$ cat src/rtl/fpm_consts.svh
// register offsets, field positions, reset values and timing counts
`ifndef FPM_CONSTS_SVH
`define FPM_CONSTS_SVH
`define FPM_IDX_BURST 13
`define FPM_IDX_MODE 14
`define FPM_OFF_BURST (8'(`FPM_IDX_BURST * 4))
`define FPM_OFF_MODE (8'(`FPM_IDX_MODE * 4))
`define FPM_OFF_REG 8'h40
`define FPM_OFF_FB 8'h44
`define FPM_OFF_TIME 8'h48
`define FPM_OFF_STAT 8'h4c
`define FPM_BURST_LSB 0
`define FPM_MODE_SIMPLE_BIT 0
`define FPM_MODE_BURST_BIT 1
`define FPM_REG_FBDIS_BIT 0
`define FPM_REG_ASHUT_BIT 1
`define FPM_REG_ALLDIS_BIT 2
`define FPM_REG_ADIS_BIT 3
`define FPM_REG_DDIS_BIT 4
`define FPM_REG_BGDIS_BIT 5
`define FPM_REG_REPDIS_BIT 6
`define FPM_REG_ASET_BIT 7
`define FPM_REG_DSET_BIT 8
`define FPM_FB_HISEL_BIT 0
`define FPM_FB_COMB_BIT 1
`define FPM_FB_HISET_BIT 2
`define FPM_FB_LOSET_LSB 4
`define FPM_TIME_MINON_LSB 0
`define FPM_TIME_MINOFF_LSB 8
`define FPM_RST_LOSET 3'h0
`define FPM_RST_MINON 8'h10
`define FPM_RST_MINOFF 8'h10
`define FPM_SURGE_NS 20000
`define FPM_CLK_NS 10
`define FPM_SURGE_CYC (`FPM_SURGE_NS / `FPM_CLK_NS)
`endif

$ cat src/rtl/fpm_pkg.sv
// types for the flyback power management control
`default_nettype none
package fpm_pkg;
  typedef enum logic [1:0] {FPM_HYST, FPM_SIMPLE, FPM_BURST} fpm_mode_type;
  typedef enum logic [1:0] {FPM_BOOT, FPM_WAIT_OUT, FPM_RUN} fpm_seq_type;
  typedef enum logic [1:0] {FPM_OFF, FPM_ON, FPM_OFF_WAIT} fpm_sw_type;
endpackage
`default_nettype wire

$ cat src/rtl/fpm_ctrl.sv
// flyback power management control with axi4-lite register slave
//
// Design decisions made here: the address map and the AXI4-Lite register port.
`include "fpm_consts.svh"
`default_nettype none
// How it works
// - drain not below reference during on-time stretches next off-time to 20 us.
// - reset leaves the controller in hysteretic mode; others need configuration.
// - simple-mode enable skips valley search.
// - burst mode ignores the reference for a 4-bit programmed count of cycles.
// - high-voltage regulators stay in standby while flyback feeds both rails.
// - flyback disable stops switching and turns high-voltage regulators on.
// - primary input above 6 V enables the start-up supply, starting the flyback.
// - flyback output reaching 3.3 V enables analog and digital 3 V regulators.
// - open-collector reset output low until power-on-reset rises, then released.
// - analog shutdown powers down analog except regulators, bandgap and flyback.
// - all-regulators disable turns off the analog and digital 3 V regulators, keeping the bandgap.
// - separate bits disable analog and digital 3 V regulators.
// - a dedicated bit turns the bandgap off.
// - replicator disable switches to bandgap current instead of replicated voltage.
// - each 3 V regulator set-point bit picks 3.0 V low, 3.2 V high.
// - high-rail select takes feedback from 10 V rail, else from 3 V rail.
// - combined enable regulates on both feedback inputs.
// - high-rail set-point bit selects regulation level when 10 V feedback used.
// - switch on when output below reference, off when current reaches peak.
// - 3-bit low-rail set-point code passes through, reset value 000.
// - minimum on-time blanks the current comparator after turn-on.
module fpm_ctrl (
  input wire logic mclk,
  input wire logic rst_n,
  input wire logic [7:0] s_axi_awaddr,
  input wire logic s_axi_awvalid,
  output logic s_axi_awready,
  input wire logic [31:0] s_axi_wdata,
  input wire logic [3:0] s_axi_wstrb,
  input wire logic s_axi_wvalid,
  output logic s_axi_wready,
  output logic [1:0] s_axi_bresp,
  output logic s_axi_bvalid,
  input wire logic s_axi_bready,
  input wire logic [7:0] s_axi_araddr,
  input wire logic s_axi_arvalid,
  output logic s_axi_arready,
  output logic [31:0] s_axi_rdata,
  output logic [1:0] s_axi_rresp,
  output logic s_axi_rvalid,
  input wire logic s_axi_rready,
  input wire logic primary_above_6v,
  input wire logic flyback_out_good,
  input wire logic por_good,
  input wire logic low_rail_feedback_low,
  input wire logic high_rail_feedback_low,
  input wire logic peak_current_reached,
  input wire logic drain_below_ref,
  output logic switch_on,
  output logic startup_supply_enable,
  output logic hv_regs_standby,
  output logic analog_reg_enable,
  output logic digital_reg_enable,
  output logic bandgap_enable,
  output logic replicator_enable,
  output logic analog_shutdown,
  output logic analog_setpoint_high,
  output logic digital_setpoint_high,
  output logic high_rail_feedback_en,
  output logic low_rail_feedback_en,
  output logic high_rail_setpoint,
  output logic [2:0] low_rail_setpoint,
  output logic valley_search_enable,
  output logic reset_out_n_o,
  output logic reset_out_n_oe
);
  localparam logic [14:0] SURGE_CYC = 15'(`FPM_SURGE_CYC);

  typedef struct packed {
    logic aw_got;
    logic w_got;
    logic [7:0] awaddr;
    logic [31:0] wdata;
    logic [3:0] wstrb;
    logic bvalid;
    logic [1:0] bresp;
    logic rvalid;
    logic [1:0] rresp;
    logic [31:0] rdata;
    logic [3:0] burst_cnt_cfg;
    logic simple_en;
    logic burst_en;
    logic [8:0] reg_ctl;
    logic hi_sel;
    logic comb_en;
    logic hi_set;
    logic [2:0] lo_set;
    logic [7:0] min_on;
    logic [7:0] min_off;
    fpm_pkg::fpm_seq_type seq;
    fpm_pkg::fpm_sw_type sw;
    logic [14:0] tmr;
    logic surge;
    logic drain_seen;
    logic [3:0] burst_left;
    logic surge_seen;
  } fpm_state_type;

  fpm_state_type s_q;
  fpm_state_type s_d;

  function automatic logic [31:0] merge(input logic [31:0] old, input logic [31:0] nw, input logic [3:0] be);
    logic [31:0] r;
    r = old;
    for (int i = 0; i < 4; i++) begin
      if (be[i]) begin
        r[i*8 +: 8] = nw[i*8 +: 8];
      end
    end
    return r;
  endfunction

  function automatic logic mapped(input logic [7:0] a);
    return a == `FPM_OFF_BURST || a == `FPM_OFF_MODE || a == `FPM_OFF_REG ||
      a == `FPM_OFF_FB || a == `FPM_OFF_TIME || a == `FPM_OFF_STAT;
  endfunction

  logic fb_dis;
  logic all_dis;
  logic run_ok;
  logic fb_low;
  logic [31:0] rd_val;
  logic [31:0] wr_val;

  assign fb_dis = s_q.reg_ctl[`FPM_REG_FBDIS_BIT];
  assign all_dis = s_q.reg_ctl[`FPM_REG_ALLDIS_BIT];
  assign run_ok = s_q.seq == fpm_pkg::FPM_RUN;
  // combined uses either rail dipping; single uses the selected one
  assign fb_low = s_q.comb_en ? (low_rail_feedback_low | high_rail_feedback_low) :
    (s_q.hi_sel ? high_rail_feedback_low : low_rail_feedback_low);

  assign s_axi_awready = !s_q.aw_got && !s_q.bvalid;
  assign s_axi_wready = !s_q.w_got && !s_q.bvalid;
  assign s_axi_arready = !s_q.rvalid;
  assign s_axi_bvalid = s_q.bvalid;
  assign s_axi_bresp = s_q.bresp;
  assign s_axi_rvalid = s_q.rvalid;
  assign s_axi_rresp = s_q.rresp;
  assign s_axi_rdata = s_q.rdata;

  always_comb begin
    rd_val = 32'h0;
    case (s_axi_araddr)
      `FPM_OFF_BURST: rd_val = {28'h0, s_q.burst_cnt_cfg};
      `FPM_OFF_MODE: rd_val = {30'h0, s_q.burst_en, s_q.simple_en};
      `FPM_OFF_REG: rd_val = {23'h0, s_q.reg_ctl};
      `FPM_OFF_FB: rd_val = {25'h0, s_q.lo_set, 1'b0, s_q.hi_set, s_q.comb_en, s_q.hi_sel};
      `FPM_OFF_TIME: rd_val = {16'h0, s_q.min_off, s_q.min_on};
      `FPM_OFF_STAT: rd_val = {24'h0, s_q.surge_seen, s_q.surge, s_q.sw, s_q.seq, por_good, switch_on};
      default: rd_val = 32'h0;
    endcase
  end

  always_comb begin
    s_d = s_q;
    wr_val = 32'h0;
    if (s_axi_awvalid && s_axi_awready) begin
      s_d.aw_got = 1'b1;
      s_d.awaddr = s_axi_awaddr;
    end
    if (s_axi_wvalid && s_axi_wready) begin
      s_d.w_got = 1'b1;
      s_d.wdata = s_axi_wdata;
      s_d.wstrb = s_axi_wstrb;
    end
    if (s_q.aw_got && s_q.w_got) begin
      s_d.aw_got = 1'b0;
      s_d.w_got = 1'b0;
      s_d.bvalid = 1'b1;
      s_d.bresp = mapped(s_q.awaddr) ? 2'h0 : 2'h2;
      case (s_q.awaddr)
        `FPM_OFF_BURST: begin
          wr_val = merge({28'h0, s_q.burst_cnt_cfg}, s_q.wdata, s_q.wstrb);
          s_d.burst_cnt_cfg = wr_val[`FPM_BURST_LSB +: 4];
        end
        `FPM_OFF_MODE: begin
          wr_val = merge({30'h0, s_q.burst_en, s_q.simple_en}, s_q.wdata, s_q.wstrb);
          s_d.simple_en = wr_val[`FPM_MODE_SIMPLE_BIT];
          s_d.burst_en = wr_val[`FPM_MODE_BURST_BIT];
        end
        `FPM_OFF_REG: begin
          wr_val = merge({23'h0, s_q.reg_ctl}, s_q.wdata, s_q.wstrb);
          s_d.reg_ctl = wr_val[8:0];
        end
        `FPM_OFF_FB: begin
          wr_val = merge({25'h0, s_q.lo_set, 1'b0, s_q.hi_set, s_q.comb_en, s_q.hi_sel}, s_q.wdata, s_q.wstrb);
          s_d.hi_sel = wr_val[`FPM_FB_HISEL_BIT];
          s_d.comb_en = wr_val[`FPM_FB_COMB_BIT];
          s_d.hi_set = wr_val[`FPM_FB_HISET_BIT];
          s_d.lo_set = wr_val[`FPM_FB_LOSET_LSB +: 3];
        end
        `FPM_OFF_TIME: begin
          wr_val = merge({16'h0, s_q.min_off, s_q.min_on}, s_q.wdata, s_q.wstrb);
          s_d.min_on = wr_val[`FPM_TIME_MINON_LSB +: 8];
          s_d.min_off = wr_val[`FPM_TIME_MINOFF_LSB +: 8];
        end
        default: begin
          wr_val = 32'h0;
        end
      endcase
    end
    if (s_q.bvalid && s_axi_bready) begin
      s_d.bvalid = 1'b0;
    end
    if (s_axi_arvalid && s_axi_arready) begin
      s_d.rvalid = 1'b1;
      s_d.rdata = rd_val;
      s_d.rresp = mapped(s_axi_araddr) ? 2'h0 : 2'h2;
      // sticky surge flag clears on status read; a new surge this cycle wins below
      if (s_axi_araddr == `FPM_OFF_STAT) begin
        s_d.surge_seen = 1'b0;
      end
    end else if (s_q.rvalid && s_axi_rready) begin
      s_d.rvalid = 1'b0;
    end

    // power-up sequence
    case (s_q.seq)
      fpm_pkg::FPM_BOOT: begin
        if (primary_above_6v) begin
          s_d.seq = fpm_pkg::FPM_WAIT_OUT;
        end
      end
      fpm_pkg::FPM_WAIT_OUT: begin
        if (!primary_above_6v) begin
          s_d.seq = fpm_pkg::FPM_BOOT;
        end else if (flyback_out_good) begin
          s_d.seq = fpm_pkg::FPM_RUN;
        end
      end
      fpm_pkg::FPM_RUN: begin
        if (!primary_above_6v) begin
          s_d.seq = fpm_pkg::FPM_BOOT;
        end
      end
      default: s_d.seq = fpm_pkg::FPM_BOOT;
    endcase

    // switch control: timer counts controller clock cycles
    if (s_q.tmr != 15'h0) begin
      s_d.tmr = s_q.tmr - 15'h1;
    end
    case (s_q.sw)
      fpm_pkg::FPM_OFF: begin
        // burst keeps switching regardless of the reference while cycles remain
        if (s_q.seq != fpm_pkg::FPM_BOOT && !fb_dis &&
            (fb_low || (s_q.burst_en && s_q.burst_left != 4'h0))) begin
          s_d.sw = fpm_pkg::FPM_ON;
          s_d.tmr = {7'h0, s_q.min_on};
          s_d.drain_seen = 1'b0;
          if (s_q.burst_en) begin
            s_d.burst_left = fb_low ? s_q.burst_cnt_cfg : s_q.burst_left - 4'h1;
          end
        end
      end
      fpm_pkg::FPM_ON: begin
        if (drain_below_ref) begin
          s_d.drain_seen = 1'b1;
        end
        if (fb_dis) begin
          s_d.sw = fpm_pkg::FPM_OFF;
          s_d.tmr = 15'h0;
        end else if (s_q.tmr == 15'h0 && peak_current_reached) begin
          s_d.sw = fpm_pkg::FPM_OFF_WAIT;
          s_d.surge = !(s_q.drain_seen || drain_below_ref);
          // set only: a status read in this cycle must still clear the flag otherwise
          if (!(s_q.drain_seen || drain_below_ref)) begin
            s_d.surge_seen = 1'b1;
          end
          s_d.tmr = (s_q.drain_seen || drain_below_ref) ? {7'h0, s_q.min_off} : SURGE_CYC;
        end
      end
      fpm_pkg::FPM_OFF_WAIT: begin
        if (s_q.tmr == 15'h0) begin
          s_d.sw = fpm_pkg::FPM_OFF;
          s_d.surge = 1'b0;
        end
      end
      default: s_d.sw = fpm_pkg::FPM_OFF;
    endcase
    if (!s_q.burst_en) begin
      s_d.burst_left = 4'h0;
    end
  end

  always_ff @(posedge mclk or negedge rst_n) begin
    if (!rst_n) begin
      s_q <= '{default: '0, seq: fpm_pkg::FPM_BOOT, sw: fpm_pkg::FPM_OFF,
        lo_set: `FPM_RST_LOSET, min_on: `FPM_RST_MINON, min_off: `FPM_RST_MINOFF};
    end else begin
      s_q <= s_d;
    end
  end

  assign switch_on = s_q.sw == fpm_pkg::FPM_ON;
  assign startup_supply_enable = primary_above_6v;
  // hv regulators only stand by once the flyback carries both rails
  assign hv_regs_standby = run_ok && !fb_dis;
  assign analog_reg_enable = run_ok && !all_dis && !s_q.reg_ctl[`FPM_REG_ADIS_BIT];
  assign digital_reg_enable = run_ok && !all_dis && !s_q.reg_ctl[`FPM_REG_DDIS_BIT];
  assign bandgap_enable = !s_q.reg_ctl[`FPM_REG_BGDIS_BIT];
  assign replicator_enable = !s_q.reg_ctl[`FPM_REG_REPDIS_BIT];
  assign analog_shutdown = s_q.reg_ctl[`FPM_REG_ASHUT_BIT];
  assign analog_setpoint_high = s_q.reg_ctl[`FPM_REG_ASET_BIT];
  assign digital_setpoint_high = s_q.reg_ctl[`FPM_REG_DSET_BIT];
  assign high_rail_feedback_en = s_q.comb_en || s_q.hi_sel;
  assign low_rail_feedback_en = s_q.comb_en || !s_q.hi_sel;
  assign high_rail_setpoint = s_q.hi_set;
  assign low_rail_setpoint = s_q.lo_set;
  assign valley_search_enable = !s_q.simple_en;
  // open collector: only ever drives low
  assign reset_out_n_o = 1'b0;
  assign reset_out_n_oe = !por_good;

  a_surge_off_time: assert property (@(posedge mclk) disable iff (!rst_n)
    (s_q.sw == fpm_pkg::FPM_ON && s_d.sw == fpm_pkg::FPM_OFF_WAIT && s_d.surge) |=> s_q.tmr == SURGE_CYC)
    else $error("surge off time not loaded");
  a_blank_hold: assert property (@(posedge mclk) disable iff (!rst_n)
    (switch_on && s_q.tmr != 15'h0) |=> switch_on || fb_dis)
    else $error("switch left on-state during blanking");
  a_disable_stops: assert property (@(posedge mclk) disable iff (!rst_n)
    fb_dis |=> ##1 !switch_on)
    else $error("switching continued while disabled");
  a_hv_standby: assert property (@(posedge mclk) disable iff (!rst_n)
    hv_regs_standby |-> (s_q.seq == fpm_pkg::FPM_RUN && !fb_dis))
    else $error("hv standby without flyback");
  a_regs_all_off: assert property (@(posedge mclk) disable iff (!rst_n)
    all_dis |-> !analog_reg_enable && !digital_reg_enable)
    else $error("regulator on under global disable");
  a_reset_pin: assert property (@(posedge mclk) disable iff (!rst_n)
    !por_good |-> reset_out_n_oe && !reset_out_n_o)
    else $error("reset pin released early");
  a_regs_need_run: assert property (@(posedge mclk) disable iff (!rst_n)
    $rose(analog_reg_enable) |-> $past(s_q.seq) != fpm_pkg::FPM_BOOT || $past(all_dis))
    else $error("regulators enabled before flyback good");
  a_turn_on_cause: assert property (@(posedge mclk) disable iff (!rst_n)
    $rose(switch_on) |-> $past(fb_low) || $past(s_q.burst_left) != 4'h0)
    else $error("switch on without cause");

  // stretched off-time and its flags, then sequence, feedback, mode, burst and hv checks
  a_surge_sticky: assert property (@(posedge mclk) disable iff (!rst_n)
    (s_q.sw == fpm_pkg::FPM_ON && s_d.sw == fpm_pkg::FPM_OFF_WAIT && s_d.surge) |=> s_q.surge_seen)
    else $error("surge flag not set");
  a_off_hold: assert property (@(posedge mclk) disable iff (!rst_n)
    (s_q.sw == fpm_pkg::FPM_OFF_WAIT) |=> !switch_on)
    else $error("switch on during off time");
  a_primary_loss: assert property (@(posedge mclk) disable iff (!rst_n)
    !primary_above_6v |=> s_q.seq == fpm_pkg::FPM_BOOT)
    else $error("sequence kept without primary");
  a_fb_single: assert property (@(posedge mclk) disable iff (!rst_n)
    !s_q.comb_en |-> high_rail_feedback_en != low_rail_feedback_en)
    else $error("single feedback not exclusive");
  a_fb_combined: assert property (@(posedge mclk) disable iff (!rst_n)
    s_q.comb_en |-> high_rail_feedback_en && low_rail_feedback_en)
    else $error("combined feedback missing a rail");
  a_simple_mode: assert property (@(posedge mclk) disable iff (!rst_n)
    s_q.simple_en |-> !valley_search_enable)
    else $error("valley search in simple mode");
  a_burst_reload: assert property (@(posedge mclk) disable iff (!rst_n)
    (s_q.sw == fpm_pkg::FPM_OFF && s_d.sw == fpm_pkg::FPM_ON && s_q.burst_en && fb_low) |=>
    s_q.burst_left == $past(s_q.burst_cnt_cfg))
    else $error("burst count not reloaded");
  a_hv_on_disabled: assert property (@(posedge mclk) disable iff (!rst_n)
    fb_dis |-> !hv_regs_standby)
    else $error("hv regulators idle while flyback disabled");
  c_surge: cover property (@(posedge mclk) disable iff (!rst_n) $rose(s_q.surge));
  c_burst: cover property (@(posedge mclk) disable iff (!rst_n) s_q.burst_en && switch_on && !fb_low);
  c_run: cover property (@(posedge mclk) disable iff (!rst_n) $rose(analog_reg_enable));
  c_surge_clear: cover property (@(posedge mclk) disable iff (!rst_n) $fell(s_q.surge_seen));
endmodule
`default_nettype wire

$ cat config.mk
export PLATFORM = sky130hd
export DESIGN_NAME = fpm_ctrl
export DESIGN_NICKNAME = d
export VERILOG_FILES = /design/src/rtl/fpm_pkg.sv /design/src/rtl/fpm_ctrl.sv
export VERILOG_INCLUDE_DIRS = /design/src /design/src/rtl
export SDC_FILE = /design/constraint.sdc
export NUM_CORES = 1
export LEC_CHECK = 0
export ABC_AREA = 1
export BUFFER_PORTS_ARGS = -buffer_cell sky130_fd_sc_hd__buf_4
export CAP_MARGIN = 20
export CORE_UTILIZATION = 45
export CTS_CLUSTER_SIZE = 20
export DETAILED_ROUTE_END_ITERATION = 6
export GPL_ROUTABILITY_DRIVEN = 1
export PLACE_DENSITY_LB_ADDON = 0.1
export SETUP_SLACK_MARGIN = 0.02
export SLEW_MARGIN = 20
export SYNTH_ARGS = -nofsm -noshare
export SYNTH_HDL_FRONTEND = slang
export SYNTH_SLANG_ARGS = --single-unit
$ cat constraint.sdc
create_clock -name mclk -period 1.4 [get_ports mclk]
set_input_delay 0.28 -clock mclk [delete_from_list [all_inputs] [get_ports mclk]]
set_output_delay 0.28 -clock mclk [all_outputs]
set_load 0.1 [all_outputs]
==> summary.txt <==
CTS
  • Worst-path clk slew: 0.08 ns
  • Clock buffer depth: 2
  • TritonCTS buffer count: 9
  • Clk_lat worst skew: 0.36 ns
  • CTS tree: built
  • H-tree depth: 3
  • Clock root buffer: clkbuf_16
  • Clock sinks: 111

Critical path
  • R2R depth: 11
  • Crit Path Category: flop to primary output
  • Arr. time, crit path: 1.38 ns
  • Req. time, crit path: 1.12 ns
  • Worst Path Max Fanout: 2
  • Startpoint Class: flop
  • CP Capture Type: primary output

Die
  • Top-Level Pins: 126
  • Initial core utilization: 46.2%
  • Core ar.: 0.0126 sq mm
  • Die area: 0.0134 sq mm
  • Die width: 116 um
  • FP Rows: 41
  • Die Y: 116 um

Routing
  • DRC violations left: 0
  • Post-DRT Antenna Nets: 0
  • Total Routed Length: 16000 um
  • DRT iter0 DRCs: 308
  • Via-per-instance ratio: 4.94
  • Wire length per cell: 15.1 um
  • Via count: 5232
  • DRT Pass-1 Iters: 4

Power and ir drop
  • Logic pwr share: 39.2%
  • Clock network power share: 23.3%
  • NetSw: 4.34 mW
  • Peak VDD IR: 2040 uV
  • Power Total: 11.1 mW
  • Switching share of total power: 39.0%
  • Share of power burned in registers: 37.5%
  • PD cells: 1250 mW/mm^2
  • Cell internal pwr: 6.77 mW
  • Pleak: 4.29 nW

Global routing
  • Grt ovf: 0
  • First-pass GRT wire length: 25000 um
  • Antenna violations before repair: 0
  • Vias in the first global route: 5064
  • Gr usage total: 24.5%
  • Largest net degree at the start of global routing: 51

Placed design
  • RePlAce Congestion: 0.840
  • Placed Cells incl. Taps: 1000
  • Post-DP HPWL: 11000 um
  • PortBufs: 88
  • Pre-CTS setup slack: -0.158 ns

Finish
  • Post-layout net count: 951
  • Storage cell area: 0.00279 sq mm
  • Layout cells sized above 1: 51.2%
  • Biggest register: s_q
  • Area growth syn-to-layout: 52.7%
  • Multi-input gate area: 0.00327 sq mm
  • Final Core Density: 70.5%
  • Antenna cells: 0
  • # fillers: 990
  • Max reg flops: 82
  • Finished Layout Cells: 1059

Worst hold path
  • Hold Crit Class: input pin to flop
  • Hold Path Depth: 2

Yosys
  • Post-synth top cells: 161 x nand2_1, 109 x dfrtp_1, 74 x inv_1, 70 x nor2_1, 69 x nand3_1
  • Yosys top cell area share: 46.8%
  • Syn. warnings: 0
  • Synth area leaders: dfrtp_1 47%, nand2_1 10%, nand3_1 5.9%
  • Syn_area_per_cell: 8.30 sq um
  • Synthesized cell area: 0.00582 sq mm
  • Post-synthesis cell count: 702
  • Prevailing post-synth register cell: dfrtp_1
  • Largest family of logic cells by synthesized area: simple AND/OR/NAND/NOR gates
  • Post-synth cell types: 46
  • Post-synthesis adder-cell area fraction: 0.644%
  • Synth Area in Simple Gates: 26.7%
  • Synth async-reset ratio: 100%
  • Most numerous cell in the Yosys netlist: nand2_1
  • Compound-Gate Fraction of Synth Area: 10.0%
  • Synth Area in XOR/XNOR: 1.50%
  • Sequential fraction of the synthesis area: 47.7%
  • Portion of netlist area occupied by mux cells: 1.16%
  • Post-synth EDFFs: 0
  • Yosys top cell by area: dfrtp_1
  • Yosys reg bits: 111

Timing
  • Count of final max-slew check failures: 0
  • Worst hold slack: 0.0826 ns
  • Final setup vio count: 58
  • Fin crit share: 119%
  • Worst clock skew: 0.00701 ns
  • Final hold violation count: 0
  • Setup ws final: -0.260 ns
  • Fmax: 602 MHz
  • Final min period: 1.66 ns
  • RSZ-0062 raised after global routing: yes

Outcome
  • Status: finished with violations
  • Failing checks: setup timing

Run
  • MaxCap Viol Count: 0
[cell usage in the layout, fill, tap and decap left out, drive strengths merged, types with 3 or more instances in the layout]
cell type and count:
buf 204, nand2 168, dfrtp 109, inv 80
nor2 76, nand3 75, o21ai 59, a21oi 23
conb 19, clkbuf 13, nor3 9, xor2 6
mux2 6, nand4 5, xnor2 4, o31ai 4
clkinvlp 3, ha 3
[worst paths after layout]
kind                               from                 to  slack [ns]
hold / removal             s_axi_bready       s_axi_bvalid        0.08
setup / recovery                s_q[24]  analog_reg_enable       -0.26
min in group asynchronous         rst_n            s_q[24]        0.34
max in group asynchronous         rst_n            s_q[30]        0.46
setup reg to reg                 s_q[8]             s_q[9]       -0.22
hold reg to reg                 s_q[30]            s_q[30]        0.48
[what timing repair did]
action,4_1_cts,5_1_grt
hold buffers,1,0
buffers inserted,23,19
pin swaps,37,52
resized for setup,137,166
setup endpoints to repair,69,96
hold endpoints to repair,14,0
gates cloned,4,2
[layer usage]
layer / vias to the layer above / part of all wire, % / track usage [%]
met5: - / 0 / 0
met4: 0 / 2.5 / 10.1
met3: 24 / 3.7 / 3.56
met2: 122 / 50 / 39.0
met1: 2509 / 44 / 33.7
li1: 2577 / - / -
[cells by family after synthesis]
group                    count (synthesis)
XOR/XNOR                                10
AND/OR/NAND/NOR                        336
other                                    1
multiplexers                             6
flip-flops                             111
adder cells (fa/ha/maj)                  3
buffers and inverters                  135
AO/OA/AOI/OAI                          100
[area by class of cell]
cell class | instances | area share, %
repair buffers | 207 | 22.5
well taps | 172 | 2.42
flip-flops and latches | 111 | 31.4
clock inverters | 5 | 0.506
multi-input cells | 475 | 36.7
clock buffers | 11 | 2.84
inverters | 78 | 3.60
[critical path, cell delays in order (launching register included)]
cell	delay (ns)
dfrtp_1	0.40
inv_2	0.07
nand3b_1	0.19
nor2_4	0.17
buf_12	0.19
[per-stage QoR]
step           setup TNS (ns)  area (sq um)
2_1_floorplan          -22.25          6120
3_3_place_gp            -2.10          7230
3_5_place_dp            -3.65          7230
4_1_cts                 -5.52          8200
5_1_grt                 -9.48          8890
6_report                -5.40          8890
[power groups by stage]
stage                     Combinational [mW]  Clock (mW)  Sequential [mW]
after floorplan                         2.30           0             4.33
after global routing                    4.63        2.77             4.22
after global placement                  3.29           0             4.15
after detailed placement                3.36           0             4.18
final                                   4.35        2.59             4.17
after CTS                               3.80        2.63             4.14
Note: power is estimated with default switching activity, not from simulation.
